## config.mk

```make
export PLATFORM = sky130hd
export DESIGN_NAME = uifc_ctrl
export DESIGN_NICKNAME = d
export VERILOG_FILES = /design/src/rtl/uifc_pkg.sv /design/src/rtl/uifc_ctrl.sv
export SDC_FILE = /design/constraint.sdc
export NUM_CORES = 1
export LEC_CHECK = 0
export BUFFER_PORTS_ARGS = -buffer_cell sky130_fd_sc_hd__buf_4
export CORE_ASPECT_RATIO = 2
export CORE_UTILIZATION = 42
export CTS_BUF_LIST = sky130_fd_sc_hd__clkbuf_4
export DETAILED_ROUTE_END_ITERATION = 8
export GPL_TIMING_DRIVEN = 1
export PLACE_DENSITY = 0.81
export SLEW_MARGIN = 20
export SYNTH_ARGS = -nofsm -noshare
export SYNTH_HDL_FRONTEND = slang
export SYNTH_SLANG_ARGS = --single-unit
```

## constraint.sdc

```tcl
create_clock -name pclk -period 2.35 [get_ports pclk]
set_clock_uncertainty 0.2 [all_clocks]
set_input_delay 0.1175 -clock pclk [delete_from_list [all_inputs] [get_ports pclk]]
set_output_delay 0.1175 -clock pclk [all_outputs]
set_load 0.01 [all_outputs]
```

## src/rtl/uifc_pkg.sv

```systemverilog
package uifc_pkg;

  // Register byte addresses on the bus.
  localparam logic [11:0] ADDR_INTERRUPT_ENABLE = 12'h000;
  localparam logic [11:0] ADDR_INTERRUPT_STATUS = 12'h004;
  localparam logic [11:0] ADDR_FIFO_CONTROL     = 12'h008;
  localparam logic [11:0] ADDR_CORE_STATUS      = 12'h00C;

  // Interrupt enable field positions.
  localparam int IE_RX_READY  = 0;
  localparam int IE_TX_READY  = 1;
  localparam int IE_LINE      = 2;
  localparam int IE_MODEM     = 3;
  localparam int IE_SLEEP     = 4;
  localparam int IE_XOFF      = 5;
  localparam int IE_RTS       = 6;
  localparam int IE_CTS       = 7;

  // FIFO control field positions.
  localparam int FC_ENABLE    = 0;
  localparam int FC_RX_RESET  = 1;
  localparam int FC_TX_RESET  = 2;
  localparam int FC_DMA       = 3;
  localparam int FC_TX_TRIG   = 4;
  localparam int FC_RX_TRIG   = 6;

  // Reset values.
  localparam logic [7:0] RESET_INTERRUPT_ENABLE = 8'h00;
  localparam logic [7:0] RESET_FIFO_CONTROL     = 8'h00;

  // Interrupt source codes, priority 1 first.
  localparam logic [5:0] CODE_LINE    = 6'h06;
  localparam logic [5:0] CODE_TIMEOUT = 6'h0C;
  localparam logic [5:0] CODE_RX      = 6'h04;
  localparam logic [5:0] CODE_TX      = 6'h02;
  localparam logic [5:0] CODE_MODEM   = 6'h00;
  localparam logic [5:0] CODE_XOFF    = 6'h10;
  localparam logic [5:0] CODE_FLOW    = 6'h20;
  localparam logic [5:0] CODE_NONE    = 6'h01;

  // Trigger levels.
  localparam logic [6:0] TX_TRIG_0 = 7'h08;
  localparam logic [6:0] TX_TRIG_1 = 7'h10;
  localparam logic [6:0] TX_TRIG_2 = 7'h20;
  localparam logic [6:0] TX_TRIG_3 = 7'h38;
  localparam logic [6:0] RX_TRIG_0 = 7'h08;
  localparam logic [6:0] RX_TRIG_1 = 7'h10;
  localparam logic [6:0] RX_TRIG_2 = 7'h38;
  localparam logic [6:0] RX_TRIG_3 = 7'h3C;

  // Events from the serial datapath, one cycle pulses unless stated.
  typedef struct packed {
    logic [7:0] line_status;     // Level: line status bits.
    logic [3:0] modem_delta;     // Level: modem status change bits.
    logic       timeout;         // Pulse: receive timer expired.
    logic       xoff_seen;       // Pulse: Xoff character matched.
    logic       xon_seen;        // Pulse: Xon character matched.
    logic       special_seen;    // Pulse: special character matched.
    logic       flow_deassert;   // Pulse: auto flow pin deasserted.
    logic       rx_read;         // Pulse: receive holding read.
    logic       tx_write;        // Pulse: transmit holding written.
    logic       modem_read;      // Pulse: modem status read.
    logic       tx_shift_empty;  // Level: transmitter fully idle.
    logic       rs485_auto;      // Level: automatic direction mode.
  } uifc_events_t;

endpackage : uifc_pkg

```

## src/rtl/uifc_ctrl.sv

```systemverilog
// The APB slave port and the address map were chosen for this implementation.
`timescale 1ns/1ps
module uifc_ctrl #(
  parameter int FIFO_DEPTH = 64
) (
  // Clock and reset.
  input  wire logic                 pclk,
  input  wire logic                 presetn,
  // APB slave.
  input  wire logic                 psel,
  input  wire logic                 penable,
  input  wire logic                 pwrite,
  input  wire logic [11:0]          paddr,
  input  wire logic [31:0]          pwdata,
  output logic                      pready,
  output logic [31:0]               prdata,
  output logic                      pslverr,
  // Datapath state and events.
  input  wire uifc_pkg::uifc_events_t evt,
  input  wire logic [6:0]           rx_level,
  input  wire logic [6:0]           tx_level,
  input  wire logic                 enhanced_enable,
  input  wire logic                 rts_out_n,
  // Pin from outside the clock domain.
  input  wire logic                 cts_pin_n,
  // Control outputs.
  output logic                      irq,
  output logic                      sleep_mode,
  output logic                      rx_fifo_reset,
  output logic                      tx_fifo_reset,
  output logic                      fifo_enable,
  output logic                      dma_mode,
  output logic                      transmit_ready_pin_n,
  output logic                      receive_ready_pin_n
);

  // Maps a two-bit transmit selection to a count of free spaces.
  // The upper selections only land when enhanced mode allowed the write.
  // Used by both the interrupt condition and the refill tracker.
  function automatic logic [6:0] tx_trig(input logic [1:0] s);
    case (s)
      2'h0:    tx_trig = uifc_pkg::TX_TRIG_0;
      2'h1:    tx_trig = uifc_pkg::TX_TRIG_1;
      2'h2:    tx_trig = uifc_pkg::TX_TRIG_2;
      default: tx_trig = uifc_pkg::TX_TRIG_3;
    endcase
  endfunction : tx_trig

  // Maps a two-bit receive selection to a count of characters.
  // Shared by the receive interrupt and the DMA receive pin.
  // Keeping one decoder stops the two from disagreeing.
  function automatic logic [6:0] rx_trig(input logic [1:0] s);
    case (s)
      2'h0:    rx_trig = uifc_pkg::RX_TRIG_0;
      2'h1:    rx_trig = uifc_pkg::RX_TRIG_1;
      2'h2:    rx_trig = uifc_pkg::RX_TRIG_2;
      default: rx_trig = uifc_pkg::RX_TRIG_3;
    endcase
  endfunction : rx_trig

  logic [7:0] interrupt_enable;   // Interrupt enable register.
  logic [7:0] fifo_control;       // Stored FIFO control without reset bits.
  logic [2:0] cts_sync;           // Pin synchroniser chain.
  logic       cts_stable;         // Filtered pin level.
  logic       rts_prev;           // Previous flow output level.
  logic       tx_flag;            // Sticky transmit ready.
  logic       timeout_flag;       // Sticky receive timeout.
  logic       xoff_flag;          // Xoff pending.
  logic       special_flag;       // Special character pending.
  logic       flow_flag;          // Flow pin change pending.
  logic       tx_above;           // Free space fell to trigger or below.
  logic [5:0] code;               // Current source code.
  logic       any_pending;        // Any enabled source pending.
  logic       tx_cond;            // Any cause of transmit ready.
  logic       tx_raw_prev;        // Transmit cause one cycle ago.

  // Bus decode strobes and combinational source terms.
  // Accesses are decoded in the cycle in which pready is high,
  // so a write lands once and a read side effect fires once.
  logic       wr_access;
  logic       rd_access;
  logic [6:0] tx_space;
  logic [6:0] next_tx_space;
  logic       line_src;
  logic       rx_src;
  logic       modem_src;
  logic       tx_src_raw;
  logic       status_read;
  logic       ie_write;
  logic       fc_write;

  assign wr_access   = psel && penable && pwrite && pready;
  assign rd_access   = psel && penable && !pwrite && pready;
  assign status_read = rd_access && (paddr == uifc_pkg::ADDR_INTERRUPT_STATUS);
  assign ie_write    = wr_access && (paddr == uifc_pkg::ADDR_INTERRUPT_ENABLE);
  assign fc_write    = wr_access && (paddr == uifc_pkg::ADDR_FIFO_CONTROL);
  assign tx_space    = 7'(FIFO_DEPTH) - tx_level;

  // Line status: error bits, held while errored characters remain.
  // This is a level source, so it drops only when the datapath clears
  // the error bits after the last errored character leaves.
  assign line_src = interrupt_enable[uifc_pkg::IE_LINE] &&
                    (|{evt.line_status[7], evt.line_status[4:1]});
  // Receive ready holds while level is at or above trigger.
  // Without FIFOs a single character is enough to request service.
  // Reads that bring the level below trigger drop the request.
  assign rx_src = interrupt_enable[uifc_pkg::IE_RX_READY] &&
                  (fifo_enable ? (rx_level >= rx_trig(fifo_control[7:6]))
                               : (rx_level != 7'h00));
  // Modem status change bits.
  // The datapath clears them when the modem status register is read.
  assign modem_src = interrupt_enable[uifc_pkg::IE_MODEM] && (|evt.modem_delta);
  // Raw transmit condition.
  // Free space above trigger, or an empty FIFO that was never refilled
  // past trigger; without FIFOs an empty holding register is enough.
  assign tx_src_raw = fifo_enable
      ? ((tx_space > tx_trig(fifo_control[5:4])) || (tx_level == 7'h00 && !tx_above))
      : (tx_level == 7'h00);
  // Automatic direction mode also reports an idle transmitter.
  assign tx_cond = tx_src_raw || (evt.rs485_auto && evt.tx_shift_empty);

  // Single cycle ready; one wait-free APB slave.
  // Ready rises in the access cycle that follows every setup cycle
  // and falls again at the next edge, so no transfer is stretched.
  // Read data is latched in the same setup cycle below.
  always_ff @(posedge pclk or negedge presetn) begin
    if (!presetn) begin
      pready <= 1'b0;
    end else begin
      pready <= psel && !penable;
    end
  end

  // Interrupt enable register, upper half gated by enhanced mode.
  // The lower four enables are always writable.
  // A write without enhanced mode leaves the upper four untouched.
  always_ff @(posedge pclk or negedge presetn) begin
    if (!presetn) begin
      interrupt_enable <= uifc_pkg::RESET_INTERRUPT_ENABLE;
    end else if (ie_write) begin
      interrupt_enable[3:0] <= pwdata[3:0];
      if (enhanced_enable) begin
        interrupt_enable[7:4] <= pwdata[7:4];
      end
    end
  end

  // FIFO control: bit 0 must be set for other bits to apply.
  // The reset bits are never stored: they leave as one-cycle pulses
  // and the register reads back as zero, so nothing needs clearing.
  // The transmit trigger field also needs enhanced mode to change.
  always_ff @(posedge pclk or negedge presetn) begin
    if (!presetn) begin
      fifo_control  <= uifc_pkg::RESET_FIFO_CONTROL;
      rx_fifo_reset <= 1'b0;
      tx_fifo_reset <= 1'b0;
    end else begin
      rx_fifo_reset <= 1'b0;
      tx_fifo_reset <= 1'b0;
      if (fc_write) begin
        fifo_control[uifc_pkg::FC_ENABLE] <= pwdata[uifc_pkg::FC_ENABLE];
        if (pwdata[uifc_pkg::FC_ENABLE]) begin
          rx_fifo_reset <= pwdata[uifc_pkg::FC_RX_RESET];
          tx_fifo_reset <= pwdata[uifc_pkg::FC_TX_RESET];
          fifo_control[uifc_pkg::FC_DMA] <= pwdata[uifc_pkg::FC_DMA];
          fifo_control[7:6] <= pwdata[7:6];
          if (enhanced_enable) begin
            fifo_control[5:4] <= pwdata[5:4];
          end
        end
      end
    end
  end

  // Mirrors of control bits.
  // Each output comes from its own flop, one cycle behind the register,
  // which keeps the top-level outputs free of decode logic.
  always_ff @(posedge pclk or negedge presetn) begin
    if (!presetn) begin
      fifo_enable <= 1'b0;
      dma_mode    <= 1'b0;
      sleep_mode  <= 1'b0;
    end else begin
      fifo_enable <= fifo_control[uifc_pkg::FC_ENABLE];
      dma_mode    <= fifo_control[uifc_pkg::FC_DMA];
      sleep_mode  <= interrupt_enable[uifc_pkg::IE_SLEEP];
    end
  end

  // DMA pins: mode 0 per character, mode 1 per trigger or space.
  // Both pins are active low. In normal mode receive asserts with any
  // character and transmit while the FIFO is empty; in DMA mode receive
  // waits for the trigger and transmit holds until the FIFO is full.
  always_ff @(posedge pclk or negedge presetn) begin
    if (!presetn) begin
      receive_ready_pin_n  <= 1'b1;
      transmit_ready_pin_n <= 1'b0;
    end else if (dma_mode) begin
      receive_ready_pin_n  <= !(rx_level >= rx_trig(fifo_control[7:6]));
      transmit_ready_pin_n <= (tx_level == 7'(FIFO_DEPTH));
    end else begin
      receive_ready_pin_n  <= (rx_level == 7'h00);
      transmit_ready_pin_n <= (tx_level != 7'h00);
    end
  end

  // Remembers the transmit cause, so that a cause that persists after a
  // clear does not set the flag again; only its rising edge counts.
  // Reset to one so that an idle transmitter gives no false edge.
  always_ff @(posedge pclk or negedge presetn) begin
    if (!presetn) begin
      tx_raw_prev <= 1'b1;
    end else begin
      tx_raw_prev <= tx_cond;
    end
  end

  // Tracks whether the last refill brought free space down to trigger or below.
  // Cleared when the FIFO runs empty, ready for the next refill.
  assign next_tx_space = tx_space;
  always_ff @(posedge pclk or negedge presetn) begin
    if (!presetn) begin
      tx_above <= 1'b0;
    end else if (tx_level == 7'h00) begin
      tx_above <= 1'b0;
    end else if (next_tx_space <= tx_trig(fifo_control[5:4])) begin
      tx_above <= 1'b1;
    end
  end

  // Transmit ready flag: set wins over clear.
  // A new cause, or enabling the source while the holding side is empty,
  // sets it; a status read or a transmit holding write clears it.
  // The flag still sets and clears while the source is disabled; only the encoder masks it.
  always_ff @(posedge pclk or negedge presetn) begin
    if (!presetn) begin
      tx_flag <= 1'b0;
    end else if ((tx_cond && !tx_raw_prev) ||
                 (ie_write && pwdata[uifc_pkg::IE_TX_READY] &&
                  !interrupt_enable[uifc_pkg::IE_TX_READY] && tx_level == 7'h00)) begin
      tx_flag <= 1'b1;
    end else if (status_read || evt.tx_write) begin
      tx_flag <= 1'b0;
    end
  end

  // Receive timeout flag: a receive data read clears it.
  // The timer itself lives in the datapath and sends one pulse.
  // An expiry in the same cycle as a read keeps the flag set.
  always_ff @(posedge pclk or negedge presetn) begin
    if (!presetn) begin
      timeout_flag <= 1'b0;
    end else if (evt.timeout) begin
      timeout_flag <= 1'b1;
    end else if (evt.rx_read) begin
      timeout_flag <= 1'b0;
    end
  end

  // Xoff and special character flags.
  // Both need enhanced mode and the Xoff enable to be set at all.
  // Xon clears the Xoff case; a status read that reports this source
  // clears the special case, and a new match in that cycle wins.
  always_ff @(posedge pclk or negedge presetn) begin
    if (!presetn) begin
      xoff_flag    <= 1'b0;
      special_flag <= 1'b0;
    end else begin
      if (evt.xoff_seen && enhanced_enable && interrupt_enable[uifc_pkg::IE_XOFF]) begin
        xoff_flag <= 1'b1;
      end else if (evt.xon_seen) begin
        xoff_flag <= 1'b0;
      end
      if (evt.special_seen && enhanced_enable && interrupt_enable[uifc_pkg::IE_XOFF]) begin
        special_flag <= 1'b1;
      end else if (status_read && code == uifc_pkg::CODE_XOFF) begin
        special_flag <= 1'b0;
      end
    end
  end

  // Clear-to-send pin: three flops, change counts when last two agree.
  // The first flop may go metastable and is read by nothing but the
  // second; the filtered level moves only on agreement of the last two.
  // The flow output is on this clock and needs only an edge register.
  always_ff @(posedge pclk or negedge presetn) begin
    if (!presetn) begin
      cts_sync   <= 3'h7;
      cts_stable <= 1'b1;
      rts_prev   <= 1'b1;
    end else begin
      cts_sync <= {cts_sync[1:0], cts_pin_n};
      if (cts_sync[2] == cts_sync[1]) begin
        cts_stable <= cts_sync[2];
      end
      rts_prev <= rts_out_n;
    end
  end

  // Flow pin change flag: rising edges, or datapath deassert pulse.
  // Only available in enhanced mode; a modem status read clears it.
  // A new edge in the cycle of that read keeps the flag set.
  always_ff @(posedge pclk or negedge presetn) begin
    if (!presetn) begin
      flow_flag <= 1'b0;
    end else if (enhanced_enable &&
                 ((interrupt_enable[uifc_pkg::IE_RTS] && rts_out_n && !rts_prev) ||
                  (interrupt_enable[uifc_pkg::IE_CTS] && cts_sync[1] &&
                   cts_sync[2] && !cts_stable) ||
                  evt.flow_deassert)) begin
      flow_flag <= 1'b1;
    end else if (evt.modem_read) begin
      flow_flag <= 1'b0;
    end
  end

  // Priority encoder of pending sources.
  // The first true term wins, so lower sources stay queued until the one above
  // them has been serviced, except the transmit flag, which any status read clears.
  // Timeout and receive ready share the receive enable bit.
  always_comb begin
    any_pending = 1'b1;
    if (line_src) begin
      code = uifc_pkg::CODE_LINE;
    end else if (timeout_flag && interrupt_enable[uifc_pkg::IE_RX_READY]) begin
      code = uifc_pkg::CODE_TIMEOUT;
    end else if (rx_src) begin
      code = uifc_pkg::CODE_RX;
    end else if (tx_flag && interrupt_enable[uifc_pkg::IE_TX_READY]) begin
      code = uifc_pkg::CODE_TX;
    end else if (modem_src) begin
      code = uifc_pkg::CODE_MODEM;
    end else if (xoff_flag || special_flag) begin
      code = uifc_pkg::CODE_XOFF;
    end else if (flow_flag) begin
      code = uifc_pkg::CODE_FLOW;
    end else begin
      code        = uifc_pkg::CODE_NONE;
      any_pending = 1'b0;
    end
  end

  // Interrupt request output.
  // Registered so the pin comes straight from a flop, one cycle late.
  // It falls once the last enabled source has been serviced.
  always_ff @(posedge pclk or negedge presetn) begin
    if (!presetn) begin
      irq <= 1'b0;
    end else begin
      irq <= any_pending;
    end
  end

  // Read data: status reports only the top source.
  // Data is latched in the setup cycle and held through the access.
  // Unmapped offsets return zero with an error response.
  // The FIFO control register is write-only and reads as zero.
  always_ff @(posedge pclk or negedge presetn) begin
    if (!presetn) begin
      prdata  <= 32'h0000_0000;
      pslverr <= 1'b0;
    end else if (psel && !penable) begin
      pslverr <= 1'b0;
      prdata  <= 32'h0000_0000;
      case (paddr)
        uifc_pkg::ADDR_INTERRUPT_ENABLE: prdata[7:0] <= interrupt_enable;
        uifc_pkg::ADDR_INTERRUPT_STATUS:
          prdata[7:0] <= {{2{fifo_control[uifc_pkg::FC_ENABLE]}}, code};
        uifc_pkg::ADDR_FIFO_CONTROL: prdata[7:0] <= 8'h00;
        uifc_pkg::ADDR_CORE_STATUS:
          prdata[7:0] <= {1'b0, flow_flag, special_flag, xoff_flag,
                          timeout_flag, tx_flag, tx_above, cts_stable};
        default: pslverr <= 1'b1;
      endcase
    end
  end

endmodule : uifc_ctrl

```

Word level (Yosys, flattened, before mapping) --
Index checks and enable logic that the tools add are counted.
Word-level totals: bits in registers 44, input bits 88, word-level logic and storage cells 146, output and inout port bits 42
Cells by class: add/subtract/negate cells 1, magnitude comparators 4, equality and inequality tests 10, reduce and logical (&&, ||, !) cells 65, mux-type cells 40
Operator list (count):
- 2-to-1 mux 6 bit | 7
- case mux 6 bit (3 select lines) | 2
- logical AND 1 bit | 31
- 2-to-1 mux 1 bit | 28
- == test 12 x 4 -> 1 bit (second input constant) | 2
- case mux 8 bit (3 select lines) | 1
- greater-or-equal comparator 7 bit | 2
- logical NOT 7 bit | 2
- 2-to-1 mux 7 bit | 2
- nonzero test 7 bit | 2
- == test 12 x 3 -> 1 bit (second input constant) | 1
- logical NOT 12 bit | 1
- nonzero test 2 bit | 6
- logical NOT 1 bit | 8
- OR reduction 4 bit | 2
- == test 7 bit (second input constant) | 1
- greater-than comparator 7 bit | 1
- less-or-equal comparator 7 bit | 1
- logical OR 1 bit | 7
- subtractor 7 bit (first input constant) | 1
- == test 6 x 5 -> 1 bit (second input constant) | 1
- OR reduction 5 bit | 1
- == test 2 x 1 -> 1 bit (second input constant) | 2
- == test 2 bit (second input constant) | 2
- other kinds (4) | 6

Logic depth before layout (Yosys ltp) --
Gate-level depths: netlist (run 1).
word-level depth 12, depth in mapped cells 9, gate-level depth less buffers 9

Worst setup path before layout (run 1) --
Ideal clock, no wire load.
kind input to register, start input port tx_level[0], end register tx_flag, buffers on the path 0, stages 9, setup slack -0.323 ns, arrival 2.347 ns, cell sequence or4_4 or3_1 and2_1 ha_1 a21oi_1 o21a_1 o211ai_2 a22o_1 a221o_1
Between the ends: word-level cells in the longest chain between the ends 8, elaborated cells on any way between the ends 12
RTL lines:
- from (decl) | line uifc_ctrl.sv:21 | input wire logic [6:0] tx_level,
- subtractor 7 bit or logical NOT 7 bit (tied branches) | line uifc_ctrl.sv:97, uifc_ctrl.sv:117, uifc_ctrl.sv:118
- greater-than comparator 7 bit or logical AND 1 bit (tied branches) | line uifc_ctrl.sv:117 | ? ((tx_space > tx_trig(fifo_control[5:4])) || (tx_level == 7'h00 && !tx_above))
- logical OR 1 bit | line uifc_ctrl.sv:117
- 2-to-1 mux 1 bit (*) | line uifc_ctrl.sv:117
- logical OR 1 bit (*) | line uifc_ctrl.sv:120 | assign tx_cond = tx_src_raw || (evt.rs485_auto && evt.tx_shift_empty);
- named net tx_cond | line uifc_ctrl.sv:74 | logic tx_cond;
- logical AND 1 bit (*) | line uifc_ctrl.sv:238 | end else if ((tx_cond && !tx_raw_prev) ||
- logical OR 1 bit (*) | line uifc_ctrl.sv:238
- 2-to-1 mux 1 bit or nonzero test 2 bit (tied branches)
- to (signal assigned) | line uifc_ctrl.sv:237 | tx_flag <= 1'b0;
- to (signal assigned) | line uifc_ctrl.sv:241 | tx_flag <= 1'b1;
- to (signal assigned) | line uifc_ctrl.sv:243 | tx_flag <= 1'b0;
- to (decl) | line uifc_ctrl.sv:66 | logic tx_flag;
The timed path passes the listed nets; every way through them passes the cells marked *. A chain may end at the register's enable or synchronous reset.

Final worst setup path (run 1) --
start input port tx_level[3], end register tx_flag
Same word-level chain as after synthesis.

==> summary.txt, run 1 <==
Worst reg2reg setup slack - 50 ps
Critical-path top delay cell - or4_4
Total gr overflow - 0
Setup Fix Bufs, Post-CTS - 0
Tightest Hold Check Type - in -> reg
Crit path cell chain - buf_6 > or4_4 > or3_4 > and2_4 > ha_4 > a21oi_2 > o21a_1 > o211ai_2 > a22o_1 > a221o_1
Worst hold stages - 5
PortBufs - 78
Max frequency - 428.9 MHz
Cell Pwr Density - 434.8 nW/um2
Lkg Pwr - 1.735 nW
Initial antenna violation count - 0
Kind of critical path - in -> reg
Peak supply drop - 0.4106 mV
Most frequent cells in the layout - buf_4 (81), dfrtp_1 (36), dlygate4sd3_1 (31)
Slew of the pin with the lowest slew margin - 539.4 ps
Final period util - 99.21%
Seq/Total Area, Yosys - 45.35%
Synth Register Bits - 44
First-pass GRT wire length - 10.32 mm
DRC errors left - 0
Crit path max fanout - 3
CTS tree - built
Detailed Route Iter0 Violations - 82
RSZ-0062 raised after global routing - true
Final hold violation count - 0
Clk slew on worst S/H paths - 140 ps
Max Cap Violations - 0
R2r worst-path depth - 10
Routed WL per cell - 15.33 um
Vias/cell - 5.387
Post-Syn Area - 2447 um2
Internal power - 1.147 mW
Seq pwr share - 51.5%
Initial core utilization - 43.24%
GPL Wtd Cong - 0.7688
Worst-Skew Late Latency - 370 ps
Setup ws final - 18.45 ps
Share of cells above drive strength 1 - 34.01%
Top FF cell, synth - dfrtp_1
Total CTS buffers - 5
Post-Route WL - 6.256 mm
Die area - 6154 um2
Io pins - 130
First drt pass iteration count - 4
Comb pwr share - 16.3%
Slew headroom - 64.04%
Vias in the first global route - 2255
DP Worst Slack - -380.4 ps
Mapped Cells - 229
Core area - 5660 um2
Die width - 55.98 um
Non-Filler Instances - 408
Gr usage total - 21.64%
DP Wirelength - 4.483 mm
Net Sw Frac - 24.65%
Placed Instances - 368
Clk network pwr share - 32.2%
CP max stage delay - 530 ps
Pin count of the biggest net entering global routing - 45
Layout area overhead - 43.05%
Sw Pwr - 0.3752 mW
ANT cells - 0
EDFF count, synth - 0
# rows - 39
# setup viols final - 0
Yosys warnings - 0
Pins Over Slew Limit - 0
Commonest non-fill, non-tap cell in the layout - buf_4
Avg Inst Size Synth - 10.69 um2
Clk sinks - 44
Fin crit period - 2332 ps
H-Tree Depth - 2
Nets - 444
Die height - 110.0 um
Clock root cell - clkbuf_4
Async SR Flop Fraction - 100.0%
Synth cell types - 55
Crit path arrival time - 2380 ps
Clock Path Buffers - 2
CP endpoint kind - flip-flop
Via count - 2198
Fill count - 459
Run status - finished, final reports clean
Critical Path Source Type - primary input
Req. time, crit path - 2400 ps
Number of nets still failing antenna checks after routing - 0
## routing by layer
| layer | global-route usage (%) | wire (um) | vias to the layer above |
|---|---|---|---|
| met1 | 21.63 | 2126 | 1060 |
| met3 | 2.824 | 331 | 26 |
| li1 | - | - | 1000 |
| met2 | 40.39 | 3471 | 112 |
| met5 | 0 | 0 | - |
| met4 | 15.33 | 327 | 0 |
## layout make-up
cell class | instances | area, um2 | share of cell area [%]
Timing Repair Buffer | 116 | 964.7 | 27.56
Tap cell | 61 | 76.32 | 2.180
Clock inverter | 2 | 35.03 | 1.001
Sequential cell | 44 | 1111 | 31.74
Clock buffer | 6 | 45.04 | 1.287
Multi-Input combinational cell | 164 | 1212 | 34.63
Inverter | 15 | 56.30 | 1.608
## cells by family after synthesis
kind of cell / after synthesis / share of synthesized area [%]
xor+xnor: 2 / 0.7159
mux: 15 / 6.749
compound gates: 45 / 14.21
fa+ha+maj: 11 / 5.521
simple gates: 67 / 16.82
other cells: 1 / 0.1532
flops: 44 / 45.35
buf+inv: 44 / 10.48
## state kept, by name, summed over array words and instances (netlist names)
name and cells:
cts_stable 1, cts_sync 3, dma_mode 1, fifo_control 6, fifo_enable 1, flow_flag 1, interrupt_enable 8, irq 1
prdata 8, pready 1, pslverr 1, receive_ready_pin_n 1, rts_prev 1, rx_fifo_reset 1, sleep_mode 1, special_flag 1
timeout_flag 1, transmit_ready_pin_n 1, tx_above 1, tx_fifo_reset 1, tx_flag 1, tx_raw_prev 1, xoff_flag 1
## stage by stage
step / utilization [%] / power (mW) / setup TNS [ps] / cell area, um2 / hold slack, ps
2_1_floorplan: - / 0.9027 / -229.9 / 2557 / -378.1
3_3_place_gp: 54.13 / 0.9896 / -392.3 / 3064 / -69.03
3_5_place_dp: 54.13 / 0.9957 / -522.5 / 3064 / -62.57
4_1_cts: 61.32 / 1.516 / 0 / 3471 / 4.014
5_1_grt: 61.85 / 1.587 / -119.2 / 3501 / 26.15
6_report: 61.85 / 1.522 / 0 / 3501 / 12.25
## Yosys cell counts (5+ instances only)
cell type  count  area (um2)
inv_1         14       52.55
dfstp_2        7       183.9
a22oi_1        5       37.54
mux2_1        12       135.1
dfrtp_1       37       925.9
nand2_1       11       41.29
ha_1          10       125.1
nor2_1        12       45.04
buf_4         24       180.2
o21ai_0        6       30.03
nand2b_1       5       31.28
a22o_1         9       78.83
and2_1         6       37.54
## timing repair
| action | 4_1_cts | 5_1_grt |
|---|---|---|
| hold endpoints to repair | 73 | 0 |
| setup endpoints to repair | 5 | 5 |
| cloned | 0 | 0 |
| hold buffers | 32 | 0 |
| gates resized for setup | 2 | 7 |
| pin swaps | 5 | 0 |
## critical path, delay by kind of cell
kind	cells	cell delay (ps)
buffers and inverters	1	90
and+or+nand+nor	3	1060
AOI/OAI and AO/OA	5	880
adders and majority gates	1	220
## worst paths after layout
kind	endpoint	startpoint
max reg2reg	prdata[1]$_DFFE_PN0P_	fifo_control[7]$_DFFE_PN0P_
min in group asynchronous	irq$_DFF_PN0_	presetn
min	prdata[1]$_DFFE_PN0P_	evt[16]
max	tx_flag$_DFFE_PN0P_	tx_level[3]
max in group asynchronous	fifo_control[7]$_DFFE_PN0P_	presetn
min reg2reg	cts_sync[2]$_DFF_PN1_	cts_sync[1]$_DFF_PN1_
## power groups by stage
stage	clock, mW	combinational [mW]	sequential, mW
after global placement	0	0.193	0.797
after CTS	0.491	0.241	0.784
after detailed placement	0	0.198	0.798
after floorplan	0	0.108	0.795
after global routing	0.529	0.272	0.786
final	0.489	0.248	0.784
Power figures use the tool's default switching activity.
==> inputs of run 2 (changes only) <==
Settings changed: CORE_MARGIN set to 3, PLACE_DENSITY 0.81 to 0.79.
==> summary.txt, run 2 (same netlist as run 1, synthesis figures left out) <==
Run status - finished, final reports clean
RSZ-0062 raised after global routing - true
Pin count of the biggest net entering global routing - 45 (unchanged)
Core area - 5515 um2 (-2.6%)
Total CTS buffers - 5 (unchanged)
Clock Path Buffers - 2 (unchanged)
Tightest Hold Check Type - in -> reg
PortBufs - 78 (unchanged)
First-pass GRT wire length - 10.32 mm (about the same)
DRC errors left - 0 (unchanged)
Kind of critical path - in -> reg
Placed Instances - 368 (unchanged)
Fill count - 451 (-1.7%)
Crit path arrival time - 2360 ps (-20 ps)
Commonest non-fill, non-tap cell in the layout - buf_4
Nets - 448 (+0.90%)
Routed WL per cell - 15.71 um (+2.5%)
Clock root cell - clkbuf_4
CP endpoint kind - flip-flop
Final hold violation count - 0 (unchanged)
Vias in the first global route - 2246 (-0.40%)
Via count - 2150 (-2.2%)
GPL Wtd Cong - 0.8546 (+11%)
Io pins - 130 (unchanged)
Top Registers - interrupt_enable x8, prdata x8, fifo_control x6
Layout area overhead - 44.17%
Peak supply drop - 0.4146 mV (+0.98%)
Die width - 59.98 um (+7.1%)
Clk slew on worst S/H paths - 110 ps (-30 ps)
Number of nets still failing antenna checks after routing - 0 (unchanged)
Gr usage total - 19.71% (-1.9 points)
Area of the multi-input gates - 1216 um2 (+0.31%)
Critical Path Source Type - primary input
Cell Pwr Density - 420.6 nW/um2 (-3.3%)
# setup viols final - 0 (unchanged)
Detailed Route Iter0 Violations - 37 (-55%)
Vias/cell - 5.231 (-2.9%)
H-Tree Depth - 2 (unchanged)
Fin crit period - 2325 ps (-6.485 ps)
Share of cells above drive strength 1 - 33.90% (-0.10 points)
Non-Filler Instances - 411 (+0.74%)
Req. time, crit path - 2390 ps (about the same)
Die area - 6834 um2 (+11%)
Total gr overflow - 0 (unchanged)
Lkg Pwr - 1.739 nW (+0.25%)
Max Cap Violations - 0 (unchanged)
Slew headroom - 63.60% (-0.44 points)
Initial antenna violation count - 0 (unchanged)
# rows - 38 (-2.6%)
Worst-Skew Late Latency - 350 ps (-20 ps)
Max frequency - 430.1 MHz (+0.28%)
Crit path max fanout - 4 (+1)
Post-Route WL - 6.458 mm (+3.2%)
Setup TNS - 0 ps (unchanged)
Final period util - 98.94% (-0.28 points)
Pins Over Slew Limit - 0 (unchanged)
Most frequent cells in the layout - buf_4 (83), dfrtp_1 (37), dlygate4sd3_1 (35)
Clk sinks - 44 (unchanged)
DP Wirelength - 4.747 mm (+5.9%)
Initial core utilization - 44.37% (+1.1 points)
First drt pass iteration count - 4 (unchanged)
CTS tree - built
FF+latch area - 1110 um2 (-0.11%)
Slew of the pin with the lowest slew margin - 546.0 ps (+6.532 ps)
Die height - 114.0 um (+3.6%)
ANT cells - 0 (unchanged)
run 2: per-layer routing:
layer  share of wire (%)  GRT usage [%]
met1                  33          20.33
met2                  59          37.93
met3                 5.4          2.039
met4                 2.4          7.692
met5                   0              0
run 2: worst paths after layout:
kind                       depth (start not counted)                   from                               to  slack, ps
max                                               10            tx_level[5]              tx_flag$_DFFE_PN0P_         20
min                                                4            tx_level[4]             tx_above$_DFFE_PN0P_         30
max reg2reg                                        6       pready$_DFF_PN0_  interrupt_enable[4]$_DFFE_PN0P_         40
min reg2reg                                        0  cts_sync[0]$_DFF_PN1_            cts_sync[1]$_DFF_PN1_        170
max in group asynchronous                          2                presetn            tx_raw_prev$_DFF_PN1_       1470
min in group asynchronous                          2                presetn                    irq$_DFF_PN0_         80
run 2: critical path, stage by stage:
cell and delay, ps:
dlygate4sd3_1 550, buf_6 140, or3_4 330, and2_4 150
ha_4 220, a21oi_2 120, o21a_1 150, o211ai_2 80
a22o_1 200, a221o_1 310
run 2: area by class of cell:
type	instances	share of cell area, %
Inverter	15	1.596
Sequential cell	44	31.45
Timing Repair Buffer	120	28.23
Multi-Input combinational cell	164	34.47
Tap cell	60	2.128
Clock inverter	3	1.064
Clock buffer	5	1.064
run 2: stage by stage:
stage | utilization [%] | total power, mW | hold slack [ps] | instance area [um2] | setup slack (ps)
after global placement | 55.67 | 0.9903 | -67.70 | 3070 | -306.0
after CTS | 63.38 | 1.488 | 14.93 | 3496 | 7.456
after floorplan | - | 0.9027 | -378.1 | 2557 | -229.9
final | 63.97 | 1.484 | 29.98 | 3528 | 24.94
after global routing | 63.97 | 1.556 | 36.50 | 3528 | -37.07
after detailed placement | 55.67 | 0.9967 | -58.21 | 3070 | -375.0
run 2: report_power, final:
group / internal [mW] / switching [mW] / total, mW / leakage, nW
registers: 0.775 / 0.00947 / 0.784 / 0.557
logic: 0.137 / 0.110 / 0.247 / 1.14
clock network: 0.218 / 0.236 / 0.453 / 0.0403
total: 1.13 / 0.355 / 1.48 / 1.74
run 2: what timing repair did:
| action | in CTS | in global routing |
|---|---|---|
| hold endpoints to repair | 75 | 0 |
| setup endpoints to repair | 2 | 10 |
| hold buffers | 35 | 0 |
| resized for setup | 0 | 9 |
| pin swaps | 2 | 2 |
| buffers inserted | 0 | 0 |
